## src/pkg/ppf_defs.vh

```
`ifndef PPF_DEFS_VH
`define PPF_DEFS_VH

// register offsets (8-bit address, 8-bit data)
`define PPF_A_P0_OUT 8'h00
`define PPF_A_P0_DIR 8'h01
`define PPF_A_P0_PU 8'h02
`define PPF_A_P0_ALT 8'h03
`define PPF_A_P1_OUT 8'h04
`define PPF_A_P1_DIR 8'h05
`define PPF_A_P1_PU 8'h06
`define PPF_A_P1_ALT 8'h07
`define PPF_A_P2_IN 8'h08
`define PPF_A_P2_ALT 8'h09
`define PPF_A_P3_OUT 8'h0c
`define PPF_A_P3_DIR 8'h0d
`define PPF_A_P3_PU 8'h0e
`define PPF_A_P3_ALT 8'h0f
`define PPF_A_P12_OUT 8'h10
`define PPF_A_P12_DIR 8'h11
`define PPF_A_P12_PU 8'h12
`define PPF_A_P12_ALT 8'h13
`define PPF_A_P13_OUT 8'h14
`define PPF_A_CFG 8'h18
`define PPF_A_EDGE_LO 8'h19
`define PPF_A_EDGE_HI 8'h1a
`define PPF_A_IRQ_STAT 8'h1c
`define PPF_A_IRQ_MASK 8'h1d

// reset values
`define PPF_DIR_RST 8'hff
`define PPF_ZERO_RST 8'h00

// config field positions
`define PPF_CFG_T16_SEL 0
`define PPF_CFG_UART_A_EN 1

// edge select encoding per line
`define PPF_EDGE_NONE 2'h0
`define PPF_EDGE_RISE 2'h1
`define PPF_EDGE_FALL 2'h2
`define PPF_EDGE_BOTH 2'h3

`endif

```

## src/hdl/ppf_port_block.v

```verilog
// Operation
// - each pin except the port-thirteen pin picks port mode or its alternate function individually
// - port zero: four bidirectional pins, per-pin direction and pull-up
// - alt port-zero pin 0 feeds 16-bit timer clock and capture-a input
// - alt port-zero pin 1 is capture-b trigger or 16-bit timer output
// - port one: eight bidirectional pins, per-pin direction and pull-up
// - port one carries clocked serial in, out and two-way clock
// - port one carries two uarts; first only on larger variants
// - port one carries 8-bit timer clock in and three timer outputs
// - port-one interrupt input detects rising, falling or both edges
// - port two: four input-only pins, alternately analog inputs
// - port three: four bidirectional pins, per-pin direction and pull-up
// - alt port-three pins are edge-selectable interrupt inputs one to four
// - port twelve: one bidirectional pin, alternately interrupt input zero
// - port thirteen: one output-only pin, no alternate function
// - system reset input is active high
// - after reset all pins are inputs except the output-only pin
//
// Local design decisions: the strobed register port and the address map.
`timescale 1ns/100ps
`include "ppf_defs.vh"

module ppf_port_block #(
	parameter UART_A_PRESENT = 1
) (
	// clock and reset
	input wire clk_sys,
	input wire srst,
	// register port
	input wire [7:0] reg_addr,
	input wire [7:0] reg_wdata,
	input wire reg_wr,
	input wire reg_rd,
	output reg [7:0] reg_rdata,
	output wire irq,
	// external pins, oe low means driving
	input wire [3:0] port_zero_pins_i,
	output wire [3:0] port_zero_pins_o,
	output wire [3:0] port_zero_pins_oe_n,
	output wire [3:0] port_zero_pullup,
	input wire [7:0] port_one_pins_i,
	output wire [7:0] port_one_pins_o,
	output wire [7:0] port_one_pins_oe_n,
	output wire [7:0] port_one_pullup,
	input wire [3:0] port_two_pins_i,
	input wire [3:0] port_three_pins_i,
	output wire [3:0] port_three_pins_o,
	output wire [3:0] port_three_pins_oe_n,
	output wire [3:0] port_three_pullup,
	input wire port_twelve_pin_i,
	output wire port_twelve_pin_o,
	output wire port_twelve_pin_oe_n,
	output wire port_twelve_pullup,
	output wire port_thirteen_pin,
	// flash mode pins, inputs only; only pin a is sampled
	input wire flash_mode_pin_a,
	input wire flash_mode_pin_b,
	output wire flash_prog_mode,
	// 16-bit timer
	output wire timer16_clock_capture_in,
	output wire timer16_capture_in_b,
	input wire timer16_out,
	// clocked serial
	output wire sync_serial_data_in,
	input wire sync_serial_data_out,
	output wire sync_serial_clock_in,
	input wire sync_serial_clock_out,
	input wire sync_serial_clock_drive,
	// uarts
	output wire uart_a_receive,
	input wire uart_a_transmit,
	output wire uart_b_receive,
	input wire uart_b_transmit,
	// 8-bit timers
	output wire timer8_clock_in,
	input wire timer8_out,
	input wire aux_timer_a_out,
	input wire aux_timer_b_out,
	// analog
	output wire [3:0] analog_inputs,
	output wire [3:0] analog_sel,
	// external interrupt events, one-cycle pulses
	output wire ext_irq_zero,
	output wire [3:0] ext_irq_one_to_four,
	output wire ext_irq_five
);

	// =========================================================
	// registers
	reg [3:0] p0_out_q, p0_dir_q, p0_pu_q, p0_alt_q;
	reg [7:0] p1_out_q, p1_dir_q, p1_pu_q, p1_alt_q;
	reg [3:0] p2_alt_q;
	reg [3:0] p3_out_q, p3_dir_q, p3_pu_q, p3_alt_q;
	reg p12_out_q, p12_dir_q, p12_pu_q, p12_alt_q;
	reg p13_out_q;
	reg [1:0] cfg_q;
	reg [11:0] edge_q;
	reg [5:0] stat_q, mask_q;
	wire [5:0] irq_ev;

	// =========================================================
	// input synchronisers: three stages, change taken on agreement
	// flash mode pin b only matters to the programmer, so it is not sampled
	wire [21:0] raw_in = {flash_mode_pin_a,
		port_twelve_pin_i, port_three_pins_i, port_two_pins_i,
		port_one_pins_i, port_zero_pins_i};
	reg [21:0] s1_q, s2_q, s3_q, pin_q;
	always @(posedge clk_sys)
	begin
		if (srst)
		begin
			s1_q <= 22'h0;
			s2_q <= 22'h0;
			s3_q <= 22'h0;
			pin_q <= 22'h0;
		end
		else
		begin
			s1_q <= raw_in;
			s2_q <= s1_q;
			s3_q <= s2_q;
			pin_q <= (s2_q & s3_q) | (pin_q & (s2_q | s3_q));
		end
	end
	wire [3:0] p0_in = pin_q[3:0];
	wire [7:0] p1_in = pin_q[11:4];
	wire [3:0] p2_in = pin_q[15:12];
	wire [3:0] p3_in = pin_q[19:16];
	wire p12_in = pin_q[20];
	assign flash_prog_mode = pin_q[21];

	// =========================================================
	// register writes
	always @(posedge clk_sys)
	begin
		if (srst)
		begin
			p0_out_q <= 4'h0;
			p0_dir_q <= 4'hf;
			p0_pu_q <= 4'h0;
			p0_alt_q <= 4'h0;
			p1_out_q <= `PPF_ZERO_RST;
			p1_dir_q <= `PPF_DIR_RST;
			p1_pu_q <= `PPF_ZERO_RST;
			p1_alt_q <= `PPF_ZERO_RST;
			p2_alt_q <= 4'h0;
			p3_out_q <= 4'h0;
			p3_dir_q <= 4'hf;
			p3_pu_q <= 4'h0;
			p3_alt_q <= 4'h0;
			p12_out_q <= 1'b0;
			p12_dir_q <= 1'b1;
			p12_pu_q <= 1'b0;
			p12_alt_q <= 1'b0;
			p13_out_q <= 1'b0;
			cfg_q <= 2'h0;
			edge_q <= 12'h0;
			mask_q <= 6'h0;
		end
		else if (reg_wr)
		begin
			case (reg_addr)
			`PPF_A_P0_OUT: p0_out_q <= reg_wdata[3:0];
			`PPF_A_P0_DIR: p0_dir_q <= reg_wdata[3:0];
			`PPF_A_P0_PU: p0_pu_q <= reg_wdata[3:0];
			`PPF_A_P0_ALT: p0_alt_q <= reg_wdata[3:0];
			`PPF_A_P1_OUT: p1_out_q <= reg_wdata;
			`PPF_A_P1_DIR: p1_dir_q <= reg_wdata;
			`PPF_A_P1_PU: p1_pu_q <= reg_wdata;
			`PPF_A_P1_ALT: p1_alt_q <= reg_wdata;
			`PPF_A_P2_ALT: p2_alt_q <= reg_wdata[3:0];
			`PPF_A_P3_OUT: p3_out_q <= reg_wdata[3:0];
			`PPF_A_P3_DIR: p3_dir_q <= reg_wdata[3:0];
			`PPF_A_P3_PU: p3_pu_q <= reg_wdata[3:0];
			`PPF_A_P3_ALT: p3_alt_q <= reg_wdata[3:0];
			`PPF_A_P12_OUT: p12_out_q <= reg_wdata[0];
			`PPF_A_P12_DIR: p12_dir_q <= reg_wdata[0];
			`PPF_A_P12_PU: p12_pu_q <= reg_wdata[0];
			`PPF_A_P12_ALT: p12_alt_q <= reg_wdata[0];
			`PPF_A_P13_OUT: p13_out_q <= reg_wdata[0];
			`PPF_A_CFG: cfg_q <= reg_wdata[1:0];
			`PPF_A_EDGE_LO: edge_q[7:0] <= reg_wdata;
			`PPF_A_EDGE_HI: edge_q[11:8] <= reg_wdata[3:0];
			`PPF_A_IRQ_MASK: mask_q <= reg_wdata[5:0];
			default: ;
			endcase
		end
	end

	// status: set wins over write-one-to-clear
	wire [5:0] clr = (reg_wr && reg_addr == `PPF_A_IRQ_STAT) ?
		reg_wdata[5:0] : 6'h0;
	always @(posedge clk_sys)
	begin
		if (srst)
			stat_q <= 6'h0;
		else
			stat_q <= (stat_q & ~clr) | irq_ev;
	end
	assign irq = |(stat_q & mask_q);

	// =========================================================
	// output drivers
	// port 0: pin 1 drives timer16_out when alt and cfg selects output
	wire t16_out_sel = cfg_q[`PPF_CFG_T16_SEL];
	wire [3:0] p0_alt_drv = {2'b00, t16_out_sel, 1'b0} & p0_alt_q;
	wire [3:0] p0_oe = (~p0_dir_q & ~p0_alt_q) | p0_alt_drv;
	assign port_zero_pins_o = (p0_out_q & ~p0_alt_q) |
		({2'b00, timer16_out, 1'b0} & p0_alt_drv);
	assign port_zero_pins_oe_n = ~p0_oe;
	assign port_zero_pullup = p0_pu_q & p0_dir_q & ~p0_alt_q;

	// port 1 alternate sources: 0 sck/uart_a_transmit, 1 si/uart_a_receive, 2 so, 3 uart_b_transmit,
	// 4 uart_b_receive, 5 aux_timer_a_out, 6 aux_timer_b_out/int5, 7 timer8_clock_in/timer8_out
	wire uart_a_on = (UART_A_PRESENT != 0) && cfg_q[`PPF_CFG_UART_A_EN];
	wire [7:0] p1_alt_val = {timer8_out, aux_timer_b_out,
		aux_timer_a_out, 1'b0, uart_b_transmit, sync_serial_data_out,
		1'b0, uart_a_on ? uart_a_transmit : sync_serial_clock_out};
	// bit 7 drives timer8_out only when its direction bit says output
	wire [7:0] p1_alt_drv = {~p1_dir_q[7], ~p1_dir_q[6], 1'b1, 1'b0,
		1'b1, 1'b1, 1'b0, uart_a_on | sync_serial_clock_drive};
	wire [7:0] p1_oe = (~p1_dir_q & ~p1_alt_q) | (p1_alt_drv & p1_alt_q);
	assign port_one_pins_o = (p1_out_q & ~p1_alt_q) |
		(p1_alt_val & p1_alt_q);
	assign port_one_pins_oe_n = ~p1_oe;
	assign port_one_pullup = p1_pu_q & p1_dir_q & ~p1_alt_q;

	wire [3:0] p3_oe = ~p3_dir_q & ~p3_alt_q;
	assign port_three_pins_o = p3_out_q & ~p3_alt_q;
	assign port_three_pins_oe_n = ~p3_oe;
	assign port_three_pullup = p3_pu_q & p3_dir_q & ~p3_alt_q;

	wire p12_oe = ~p12_dir_q & ~p12_alt_q;
	assign port_twelve_pin_o = p12_out_q & ~p12_alt_q;
	assign port_twelve_pin_oe_n = ~p12_oe;
	assign port_twelve_pullup = p12_pu_q & p12_dir_q & ~p12_alt_q;
	assign port_thirteen_pin = p13_out_q;

	// =========================================================
	// peripheral inputs, idle low when pin not in alternate mode
	assign timer16_clock_capture_in = p0_in[0] & p0_alt_q[0];
	assign timer16_capture_in_b = p0_in[1] & p0_alt_q[1] &
		~t16_out_sel;
	assign sync_serial_clock_in = p1_in[0] & p1_alt_q[0] & ~uart_a_on;
	assign sync_serial_data_in = p1_in[1] & p1_alt_q[1] & ~uart_a_on;
	assign uart_a_receive = p1_in[1] & p1_alt_q[1] & uart_a_on;
	assign uart_b_receive = p1_in[4] & p1_alt_q[4];
	assign timer8_clock_in = p1_in[7] & p1_alt_q[7] & p1_dir_q[7];
	assign analog_sel = p2_alt_q;
	assign analog_inputs = p2_in & p2_alt_q;

	// =========================================================
	// edge detectors: 0 twelve, 1..4 port three, 5 port one bit 6
	wire [5:0] ei_lvl = {p1_in[6], p3_in, p12_in};
	wire [5:0] ei_en = {p1_alt_q[6] & p1_dir_q[6], p3_alt_q, p12_alt_q};
	reg [5:0] ei_prev_q;
	always @(posedge clk_sys)
	begin
		if (srst)
			ei_prev_q <= 6'h0;
		else
			ei_prev_q <= ei_lvl;
	end
	genvar g;
	generate
		for (g = 0; g < 6; g = g + 1)
		begin : g_edge
			wire rise = ei_lvl[g] & ~ei_prev_q[g];
			wire fall = ~ei_lvl[g] & ei_prev_q[g];
			assign irq_ev[g] = ei_en[g] &
				((rise & edge_q[2*g]) | (fall & edge_q[2*g+1]));
		end
	endgenerate
	assign ext_irq_zero = irq_ev[0];
	assign ext_irq_one_to_four = irq_ev[4:1];
	assign ext_irq_five = irq_ev[5];

	// =========================================================
	// register read, data one cycle after strobe
	always @(posedge clk_sys)
	begin
		if (srst)
			reg_rdata <= 8'h00;
		else if (reg_rd)
		begin
			case (reg_addr)
			`PPF_A_P0_OUT: reg_rdata <= {4'h0,
				(p0_in & p0_dir_q) | (p0_out_q & ~p0_dir_q)};
			`PPF_A_P0_DIR: reg_rdata <= {4'h0, p0_dir_q};
			`PPF_A_P0_PU: reg_rdata <= {4'h0, p0_pu_q};
			`PPF_A_P0_ALT: reg_rdata <= {4'h0, p0_alt_q};
			`PPF_A_P1_OUT: reg_rdata <= (p1_in & p1_dir_q) |
				(p1_out_q & ~p1_dir_q);
			`PPF_A_P1_DIR: reg_rdata <= p1_dir_q;
			`PPF_A_P1_PU: reg_rdata <= p1_pu_q;
			`PPF_A_P1_ALT: reg_rdata <= p1_alt_q;
			`PPF_A_P2_IN: reg_rdata <= {4'h0, p2_in};
			`PPF_A_P2_ALT: reg_rdata <= {4'h0, p2_alt_q};
			`PPF_A_P3_OUT: reg_rdata <= {4'h0,
				(p3_in & p3_dir_q) | (p3_out_q & ~p3_dir_q)};
			`PPF_A_P3_DIR: reg_rdata <= {4'h0, p3_dir_q};
			`PPF_A_P3_PU: reg_rdata <= {4'h0, p3_pu_q};
			`PPF_A_P3_ALT: reg_rdata <= {4'h0, p3_alt_q};
			`PPF_A_P12_OUT: reg_rdata <= {7'h0,
				p12_dir_q ? p12_in : p12_out_q};
			`PPF_A_P12_DIR: reg_rdata <= {7'h0, p12_dir_q};
			`PPF_A_P12_PU: reg_rdata <= {7'h0, p12_pu_q};
			`PPF_A_P12_ALT: reg_rdata <= {7'h0, p12_alt_q};
			`PPF_A_P13_OUT: reg_rdata <= {7'h0, p13_out_q};
			`PPF_A_CFG: reg_rdata <= {5'h0, flash_prog_mode, cfg_q};
			`PPF_A_EDGE_LO: reg_rdata <= edge_q[7:0];
			`PPF_A_EDGE_HI: reg_rdata <= {4'h0, edge_q[11:8]};
			`PPF_A_IRQ_STAT: reg_rdata <= {2'h0, stat_q};
			`PPF_A_IRQ_MASK: reg_rdata <= {2'h0, mask_q};
			default: reg_rdata <= 8'h00;
			endcase
		end
	end

endmodule // ppf_port_block

```

## config.mk

```make
export PLATFORM = sky130hd
export DESIGN_NAME = ppf_port_block
export DESIGN_NICKNAME = d
export VERILOG_FILES = /design/src/hdl/ppf_port_block.v
export VERILOG_INCLUDE_DIRS = /design/src /design/src/pkg
export SDC_FILE = /design/constraint.sdc
export NUM_CORES = 1
export LEC_CHECK = 0
export ABC_AREA = 1
export ABC_CLOCK_PERIOD_IN_PS = 1900
export BUFFER_PORTS_ARGS = -buffer_cell sky130_fd_sc_hd__buf_2
export CAP_MARGIN = 40
export CORE_ASPECT_RATIO = 0.6
export CORE_MARGIN = 10
export CORE_UTILIZATION = 41
export DETAILED_ROUTE_END_ITERATION = 7
export PLACE_DENSITY = 0.65
export SYNTH_ARGS = -nofsm -noshare
export SYNTH_HDL_FRONTEND = slang
export SYNTH_SLANG_ARGS = --single-unit
```

## constraint.sdc

```tcl
create_clock -name clk_sys -period 1.9 [get_ports clk_sys]
set_input_delay 0.38 -clock clk_sys [delete_from_list [all_inputs] [get_ports clk_sys]]
set_output_delay 0.38 -clock clk_sys [all_outputs]
set_load 0.01 [all_outputs]
```

---- Yosys cells after proc, flatten, opt, wreduce, memory -nomap -nowiden ----
Index checks and enable logic that the tools add are counted.
cells by class
  equality and inequality tests ........... 23
  multiplexer cells ....................... 4
  bitwise operators ....................... 119
  reduce and logical (&&, ||, !) cells .... 25
operator list
  operator              number
  $pmux W8 S24          1
  $eq A8 B5 Y1 const B  10
  $and A8 B8 Y8         8
  $and A4 B4 Y4         13
  $eq A8 B4 Y1 const B  6
  $and A1 B1 Y1         46
  $and A22 B22 Y22      2
  $or A22 B22 Y22       2
  $reduce_and A2 Y1     22
  $eq A8 B3 Y1 const B  4
  $not A4 Y4            6
  $not A8 Y8            3
  $or A8 B8 Y8          3
  $not A1 Y1            19
  $eq A8 B2 Y1 const B  2
  $or A4 B4 Y4          4
  $and A6 B6 Y6         2
  $and A2 B4 Y4         2
  $eq A8 B1 Y1 const B  1
  $logic_not A8 Y1      1
  $or A1 B1 Y1          7
  $mux W6               1
  $not A6 Y6            1
  $or A6 B6 Y6          1
  other kinds (3)       4
storage, ports and cells
  register bits after elaboration ......... 201
  input bits .............................. 52
  output and inout port bits .............. 83
  word-level logic and storage cells ...... 200

---- Longest topological paths before layout ----
Gate-level depths: netlist (run 1).
  depth in word-level cells ............... 6
  gate-level depth with buffers ........... 12
  gate-level depth less buffers ........... 12

---- Worst setup path after synthesis (run 1) ----
OpenSTA, ideal clock, no wires.
  kind .................................... input port to flip-flop
  start point ............................. input port reg_addr[7]
  end point ............................... register p1_out_q[5]
  arrival time ............................ 1.421 ns
  data required time ...................... 1.781 ns
  slack ................................... 0.360 ns
  stages .................................. 7
  path buffers ............................ 1
  cell sequence ........................... nor2_1 > nand2_1 > nor2_4 > nand2_1 > buf_2 > o21ai_0 > a21oi_1
on the way
  cells in the longest elaborated chain, start to end .. 2
ends and longest elaborated chain
  item                         line                  RTL
  from (decl)                  ppf_port_block.v:30   input wire [7:0] reg_addr,
  $eq A8 B3 Y1                 ppf_port_block.v:162  case (reg_addr)
  $reduce_and A2 Y1 (no line)  -
  to (signal assigned)         ppf_port_block.v:142  p1_out_q <= `PPF_ZERO_RST;
  to (signal assigned)         ppf_port_block.v:167  `PPF_A_P1_OUT: p1_out_q <= reg_wdata;
  to (decl)                    ppf_port_block.v:91   reg [7:0] p1_out_q, p1_dir_q, p1_pu_q, p1_alt_q;
Every way passes these cells.
A chain may end at the register's enable or synchronous reset.

---- Worst setup path in the final report (run 1) ----
  start point ............................. register pin_q[10]
  end point ............................... output port ext_irq_five
on the way
  cells in the longest elaborated chain, start to end .. 5
  elaborated cells on any way between the ends .. 7
ends and longest elaborated chain
  item                    line                  RTL
  from (decl)             ppf_port_block.v:107  reg [21:0] s1_q, s2_q, s3_q, pin_q;
  from (signal assigned)  ppf_port_block.v:122  pin_q <= (s2_q & s3_q) | (pin_q & (s2_q | s3_q));
  $not A1 Y1              ppf_port_block.v:269  wire fall = ~ei_lvl[g] & ei_prev_q[g];
  $and A1 B1 Y1           ppf_port_block.v:269
  $and A1 B1 Y1           ppf_port_block.v:271  ((rise & edge_q[2*g]) | (fall & edge_q[2*g+1]));
  $or A1 B1 Y1 *          ppf_port_block.v:271
  $and A1 B1 Y1 *         ppf_port_block.v:270  assign irq_ev[g] = ei_en[g] &
  to (decl)               ppf_port_block.v:85   output wire ext_irq_five
Every way passes the cells marked *; elsewhere a longest branch is shown, timed or not.

==> results_dict.tcl, run 1 <==
set metrics [dict create \
    yosys.area_share.simple 0.235 \
    core_um2 20000 \
    cts-buffers-inserted 20 \
    synth.area.mux_share 0 \
    place_inst 1605 \
    vias 8240 \
    cap_viol_max_count 0 \
    worst-path-buf-inv 3 \
    die_h_um 131 \
    worst-setup-path-type "reg -> out" \
    netlist_top_cells_count "nand2_1 (207), dfxtp_1 (201), inv_1 (185)" \
    hold_buffers 0 \
    h-tree-depth 1 \
    swShare 0.221 \
    drt_pass1_iterations 5 \
    cp_max_fo 4 \
    crit_chain "inv_2 -> a2111o_1 -> inv_2 -> buf_6" \
    yosys.cell_types.count 25 \
    min_period_over_period 1.00 \
    rows 40 \
    grt_pass1_vias 7515 \
    drv_slew 0 \
    cts_tree "done" \
    p_per_area_nw_per_um2 854 \
    cts_root_buf "clkbuf_16" \
    crit_slowest_cell "a2111o_1" \
    power_frac_seq 0.486 \
    setup_viol 1 \
    yosys-top-cells-area "dfxtp_1 (48%), nand2_1 (9.3%), inv_1 (8.3%)" \
    n_antenna_cell 0 \
    synth_top_family_by_area "simple AND/OR/NAND/NOR gates" \
    hold_viol_final 0 \
    cts_sinks 201 \
    wire_per_inst_um 16.6 \
    initial_core_util 0.418 \
    fin_cells 1639 \
    drive_above_1_share 0.190 \
    synthFlopType "dfxtp_1" \
    outcome "finished with violations" \
    worstPathArrival_ns 1.52 \
    crit_family "compound AO/OA/AOI/OAI gates" \
    ys_seq_area_frac 0.481 \
    placed_area_um2 9610 \
    power_frac_clock 0.467 \
    synth_seq_cells 201 \
    intPower_mw 6.89 \
    synth_area_leader_cell "dfxtp_1" \
    crit_path_end_kind "output pin" \
    fin_crit_ns 1.90 \
    setup_tns_ns -0.00406 \
    synth.most_common_cell "nand2_1" \
    p_comb_frac 0.046 \
    dp_hpwl_um 20100 \
    io_buffers 133 \
    power_switching_mw 1.96 \
    required_ns 1.52 \
    track_usage 0.198 \
    drc_errors 0 \
    synth_edf_count 0 \
    syn_area_um2 8370 \
    synthXorXnorAreaFrac 0 \
    syn_area_per_cell_um2 7.01 \
    synth_warnings 0 \
    routed_via_density 5.03 \
    violations "negative setup slack" \
    gp_congestion 0.940 \
    synthAdderAreaFrac 0 \
    die_area_um2 26700 \
    path_clk_slew_ns 0.06 \
    relSlewSlack 0.666 \
    area_delta_synth_final_pct 23.8 \
    postSynth.asyncResetShare 0 \
    design_area_um2 10400 \
    synth_nets 1246 \
    p_leak_nw 4.54 \
    nets 1406 \
    startpoint_type "flop" \
    cts_max_path_buffers 3 \
    synth_compound_area_frac 0.177 \
    io_pins 135 \
    fin_skew_ns 0.00986 \
    drt_iter0_markers 729 \
    setup_ws_ns -0.00406 \
    synth_top_cell_area_share 0.481 \
    irDropWorstVdd_mv 0.503 \
    slowest_delay_ns 0.46 \
    grt_antenna_before_repair 0 \
    clock.fmax_mhz 525 \
    clock_latency_ns 0.50 \
    crit_path_frequent_cell "inv_2" \
    post-cts-setup-buffers 0 \
    drtAntennaViolNets 0 \
    drt-total-wl_um 27200 \
    fp.dieW_um 204 \
    grt_pass1_wl_um 41900 \
    syn_inst 1194 \
    globalRouteOverflowTotal 0 \
    rsz0062_at_grt "yes" \
    hp-class "in -> reg" \
    grt_max_degree 100 \
    tightestPinTransition_ns 0.500 \
]
==> cell usage in the layout (no fill, tap or decap), drive strengths merged <==
cell | netlist | final
nand3 | 63 | 63
a211oi | 5 | 5
nand2 | 208 | 208
inv | 190 | 190
nor2 | 181 | 181
o31ai | 1 | 1
a2111o | 1 | 1
nor3 | 16 | 16
o211ai | 16 | 16
o22ai | 8 | 8
o21ai | 128 | 128
bufinv | 0 | 2
or2 | 3 | 3
buf | 12 | 182
a21oi | 122 | 122
clkinv | 1 | 3
clkbuf | 32 | 30
nand4 | 6 | 6
dfxtp | 201 | 201
==> worst reg2reg max path, stage by stage (launching register included) <==
cell and delay, ns:
dfxtp_1 0.45, o21ai_0 0.18, nand2_1 0.10, nand2_1 0.11
nor2_1 0.17, nand2_1 0.08, nor2_1 0.08, nand2_1 0.13
nand2_1 0.10, a21oi_1 0.05
==> through the flow <==
step           setup slack (ns)  hold slack [ns]   util  total power [mW]
6_report               -0.00406           0.0849  0.518              8.85
5_1_grt                 -0.0760           0.0754  0.518              9.13
4_1_cts                 -0.0834           0.0709  0.515              8.92
3_5_place_dp            0.00998            0.394  0.480              4.80
3_3_place_gp             0.0373            0.391  0.480              4.80
2_1_floorplan             0.360            0.388      -              4.61
==> repair_timing <==
action | in CTS | in global routing
pin swaps | 2 | 2
resized for setup | 9 | 20
endpoints found under the hold margin | 0 | 0
setup endpoints to repair | 5 | 11
==> state kept, by name, summed over array words and instances (netlist names), 6 cells and up <==
signal and flops:
ei_prev_q 6, s1_q 22, mask_q 6, edge_q 12
p1_pu_q 8, p1_alt_q 8, pin_q 22, stat_q 6
s3_q 22, s2_q 22, p1_dir_q 8, p1_out_q 8
reg_rdata 8
==> final cells by class <==
| class | count | area, um^2 |
|---|---|---|
| Clock inverter | 4 | 70.1 |
| Fill cell | 2051 | 9660 |
| Multi-Input combinational cell | 758 | 3490 |
| Clock buffer | 30 | 609 |
| Timing Repair Buffer | 182 | 1090 |
| Sequential cell | 201 | 4040 |
| Tap cell | 273 | 342 |
| Inverter | 191 | 717 |
==> cell families (layout without fill, tap and decap cells) <==
logic type / Yosys count / in the layout
AND/OR/NAND/NOR: 477 / 477
AO/OA/AOI/OAI: 281 / 281
buffers and inverters: 235 / 407
flip-flops: 201 / 201
==> path summary, 6_finish.rpt <==
kind,end,startpoint,slack (ns),depth (start not counted)
max,ext_irq_five,pin_q[10],-0.004,4
min,s1_q[1],port_zero_pins_i[1],0.08,3
max reg2reg,reg_rdata[0],p0_dir_q[0],0.32,9
min reg2reg,s2_q[9],s1_q[9],0.40,2
==> per-layer routing <==
| layer | vias to the layer above | part of all wire | track usage | wire, um |
|---|---|---|---|---|
| li1 | 4116 | - | - | - |
| met1 | 3746 | 0.49 | 0.293 | 13200 |
| met2 | 355 | 0.39 | 0.285 | 10700 |
| met3 | 23 | 0.11 | 0.0502 | 2900 |
| met4 | 0 | 0.012 | 0.0342 | 328 |
| met5 | - | 0 | 0 | 0 |
==> power groups by stage <==
stage | clock (mW) | sequential [mW] | combinational [mW]
floorplan | 0 | 4.39 | 0.218
global placement | 0 | 4.40 | 0.399
detailed placement | 0 | 4.40 | 0.405
CTS | 4.21 | 4.30 | 0.408
global route | 4.37 | 4.31 | 0.455
finish | 4.13 | 4.30 | 0.410
(Power assumes the default switching activity.)
==> run 2: changes to the inputs <==
--- a/config.mk
+++ b/config.mk
@@ -7,12 +7,13 @@
 export NUM_CORES = 1
 export LEC_CHECK = 0
 export ABC_AREA = 1
-export ABC_CLOCK_PERIOD_IN_PS = 1900
+export ABC_CLOCK_PERIOD_IN_PS = 2300
 export BUFFER_PORTS_ARGS = -buffer_cell sky130_fd_sc_hd__buf_2
 export CAP_MARGIN = 40
 export CORE_ASPECT_RATIO = 0.6
 export CORE_MARGIN = 10
 export CORE_UTILIZATION = 41
+export CTS_CLUSTER_DIAMETER = 200
 export DETAILED_ROUTE_END_ITERATION = 7
 export PLACE_DENSITY = 0.65
 export SYNTH_ARGS = -nofsm -noshare
==> constraint.sdc (replaced) <==
create_clock -name clk_sys -period 2.3 [get_ports clk_sys]
set_input_delay 0.46 -clock clk_sys [delete_from_list [all_inputs] [get_ports clk_sys]]
set_output_delay 0.46 -clock clk_sys [all_outputs]
set_load 0.01 [all_outputs]
==> results_dict.tcl, run 2 (synthesis results as in run 1) <==
set metrics [dict create \
    power_frac_clock 0.461 \
    cts_root_buf "clkbuf_16" \
    met3WireLength_um 2970 \
    nFillCells 2038 \
    clock_latency_ns 0.50 \
    drc_errors 0 \
    cts_tree "done" \
    drive_above_1_share 0.154 \
    crit_start "p1_alt_q[6]" \
    drtAntennaViolNets 0 \
    wire_per_inst_um 16.6 \
    io_pins 135 \
    wl_met1_um 12900 \
    ctsResizeCount 0 \
    io_buffers 133 \
    track_usage 0.198 \
    post-cts-setup-buffers 0 \
    p_leak_nw 4.37 \
    path_clk_slew_ns 0.07 \
    setup_viol 0 \
    wl_met2_um 10600 \
    fin_crit_ns 2.14 \
    irDropWorstVdd_mv 0.497 \
    crit_path_end_kind "output pin" \
    die_area_um2 26700 \
    rows 40 \
    min_period_over_period 0.931 \
    power_switching_mw 1.61 \
    fin_cells 1612 \
    die_h_um 131 \
    gp_congestion 0.944 \
    rr_startpoint "p0_dir_q[1]" \
    cts_sinks 201 \
    top_layer "met4" \
    swShare 0.224 \
    n_antenna_cell 0 \
    rsz0062_at_grt "no" \
    p_per_area_nw_per_um2 717 \
    drv_slew 0 \
    drt_iter0_markers 839 \
    fp.dieW_um 204 \
    p_comb_frac 0.044 \
    ff_latch_area_um2 4020 \
    mostFrequentLayoutCells "nand2_1 (207), dfxtp_1 (201), inv_1 (184)" \
    setup_tns_ns 0 \
    hp-class "in -> reg" \
    setup_ws_ns 0.159 \
    multi_input_area_um2 3440 \
    drt_pass1_iterations 8 \
    globalRouteOverflowTotal 0 \
    drt-total-wl_um 26800 \
    place_inst 1578 \
    hold_buffers 0 \
    routed_via_density 5.00 \
    grt_pass1_wl_um 41900 \
    place_ws_ns 0.146 \
    nets 1378 \
    vias 8059 \
    cts_max_path_buffers 3 \
    hold_viol_final 0 \
    startpoint_type "flop" \
    relSlewSlack 0.678 \
    tightestPinTransition_ns 0.480 \
    cts-buffers-inserted 19 \
    grt_antenna_before_repair 0 \
    grt_pass1_vias 7474 \
    intPower_mw 5.58 \
    grt_max_degree 100 \
    initial_core_util 0.418 \
    outcome "complete, no violations" \
    power_frac_seq 0.495 \
    dp_hpwl_um 20000 \
    fin_skew_ns 0.0165 \
    min_from "port_two_pins_i[3]" \
    area_delta_synth_final_pct 19.8 \
    final_common_cell "nand2_1" \
    clock.fmax_mhz 467 \
    h-tree-depth 1 \
    cap_viol_max_count 0 \
    core_um2 20000 \
    cp_max_fo 4 \
    worst-setup-path-type "reg -> out" \
    worstPathArrival_ns 1.68 \
    required_ns 1.84 \
]
[run 2: changes by cell type in the layout (fill, tap and decap cells not counted), sizes merged]
cell	change
buf	-27
clkbuf	-1
clkinv	-1
clkinvlp	+1
inv	+1
[run 2: power by group through the flow]
stage | combinational, mW | sequential, mW | clock, mW
final | 0.316 | 3.55 | 3.32
after global routing | 0.356 | 3.56 | 3.52
after CTS | 0.317 | 3.55 | 3.37
after detailed placement | 0.315 | 3.63 | 0
after global placement | 0.312 | 3.63 | 0
after floorplan | 0.180 | 3.63 | 0
[run 2: area by class of cell]
type                    instances  share of cell area
flip-flops and latches        201               0.401
multi-input cells             758               0.343
repair buffers                155              0.0844
inverters                     191              0.0715
clock buffers                  29              0.0572
well taps                     273              0.0341
clock inverters                 5             0.00811
[run 2: through the flow]
stage | power [mW] | hold WS, ns | util | area [um^2]
2_1_floorplan | 3.81 | 0.388 | - | 8370
3_3_place_gp | 3.94 | 0.393 | 0.468 | 9370
3_5_place_dp | 3.95 | 0.396 | 0.468 | 9370
4_1_cts | 7.25 | 0.148 | 0.501 | 10000
5_1_grt | 7.43 | 0.157 | 0.501 | 10000
6_report | 7.19 | 0.159 | 0.501 | 10000
[run 2: path summary, 6_finish.rpt]
kind                  endpoint  slack, ns  cells past startpoint
setup / recovery  ext_irq_five       0.16                      4
hold / removal        s1_q[15]       0.16                      3
setup reg to reg  reg_rdata[1]       0.73                      7
hold reg to reg        s2_q[9]       0.40                      2
[run 2: per-layer routing]
layer / GRT usage / up-vias
li1: - / 4063
met1: 0.296 / 3625
met2: 0.281 / 341
met3: 0.0504 / 30
met4: 0.0338 / 0
met5: 0 / -
[run 2: critical path: stages, from the launching register on]
cell	delay (ns)
dfxtp_1	0.43
inv_1	0.10
a2111o_1	0.44
inv_1	0.09
buf_2	0.13
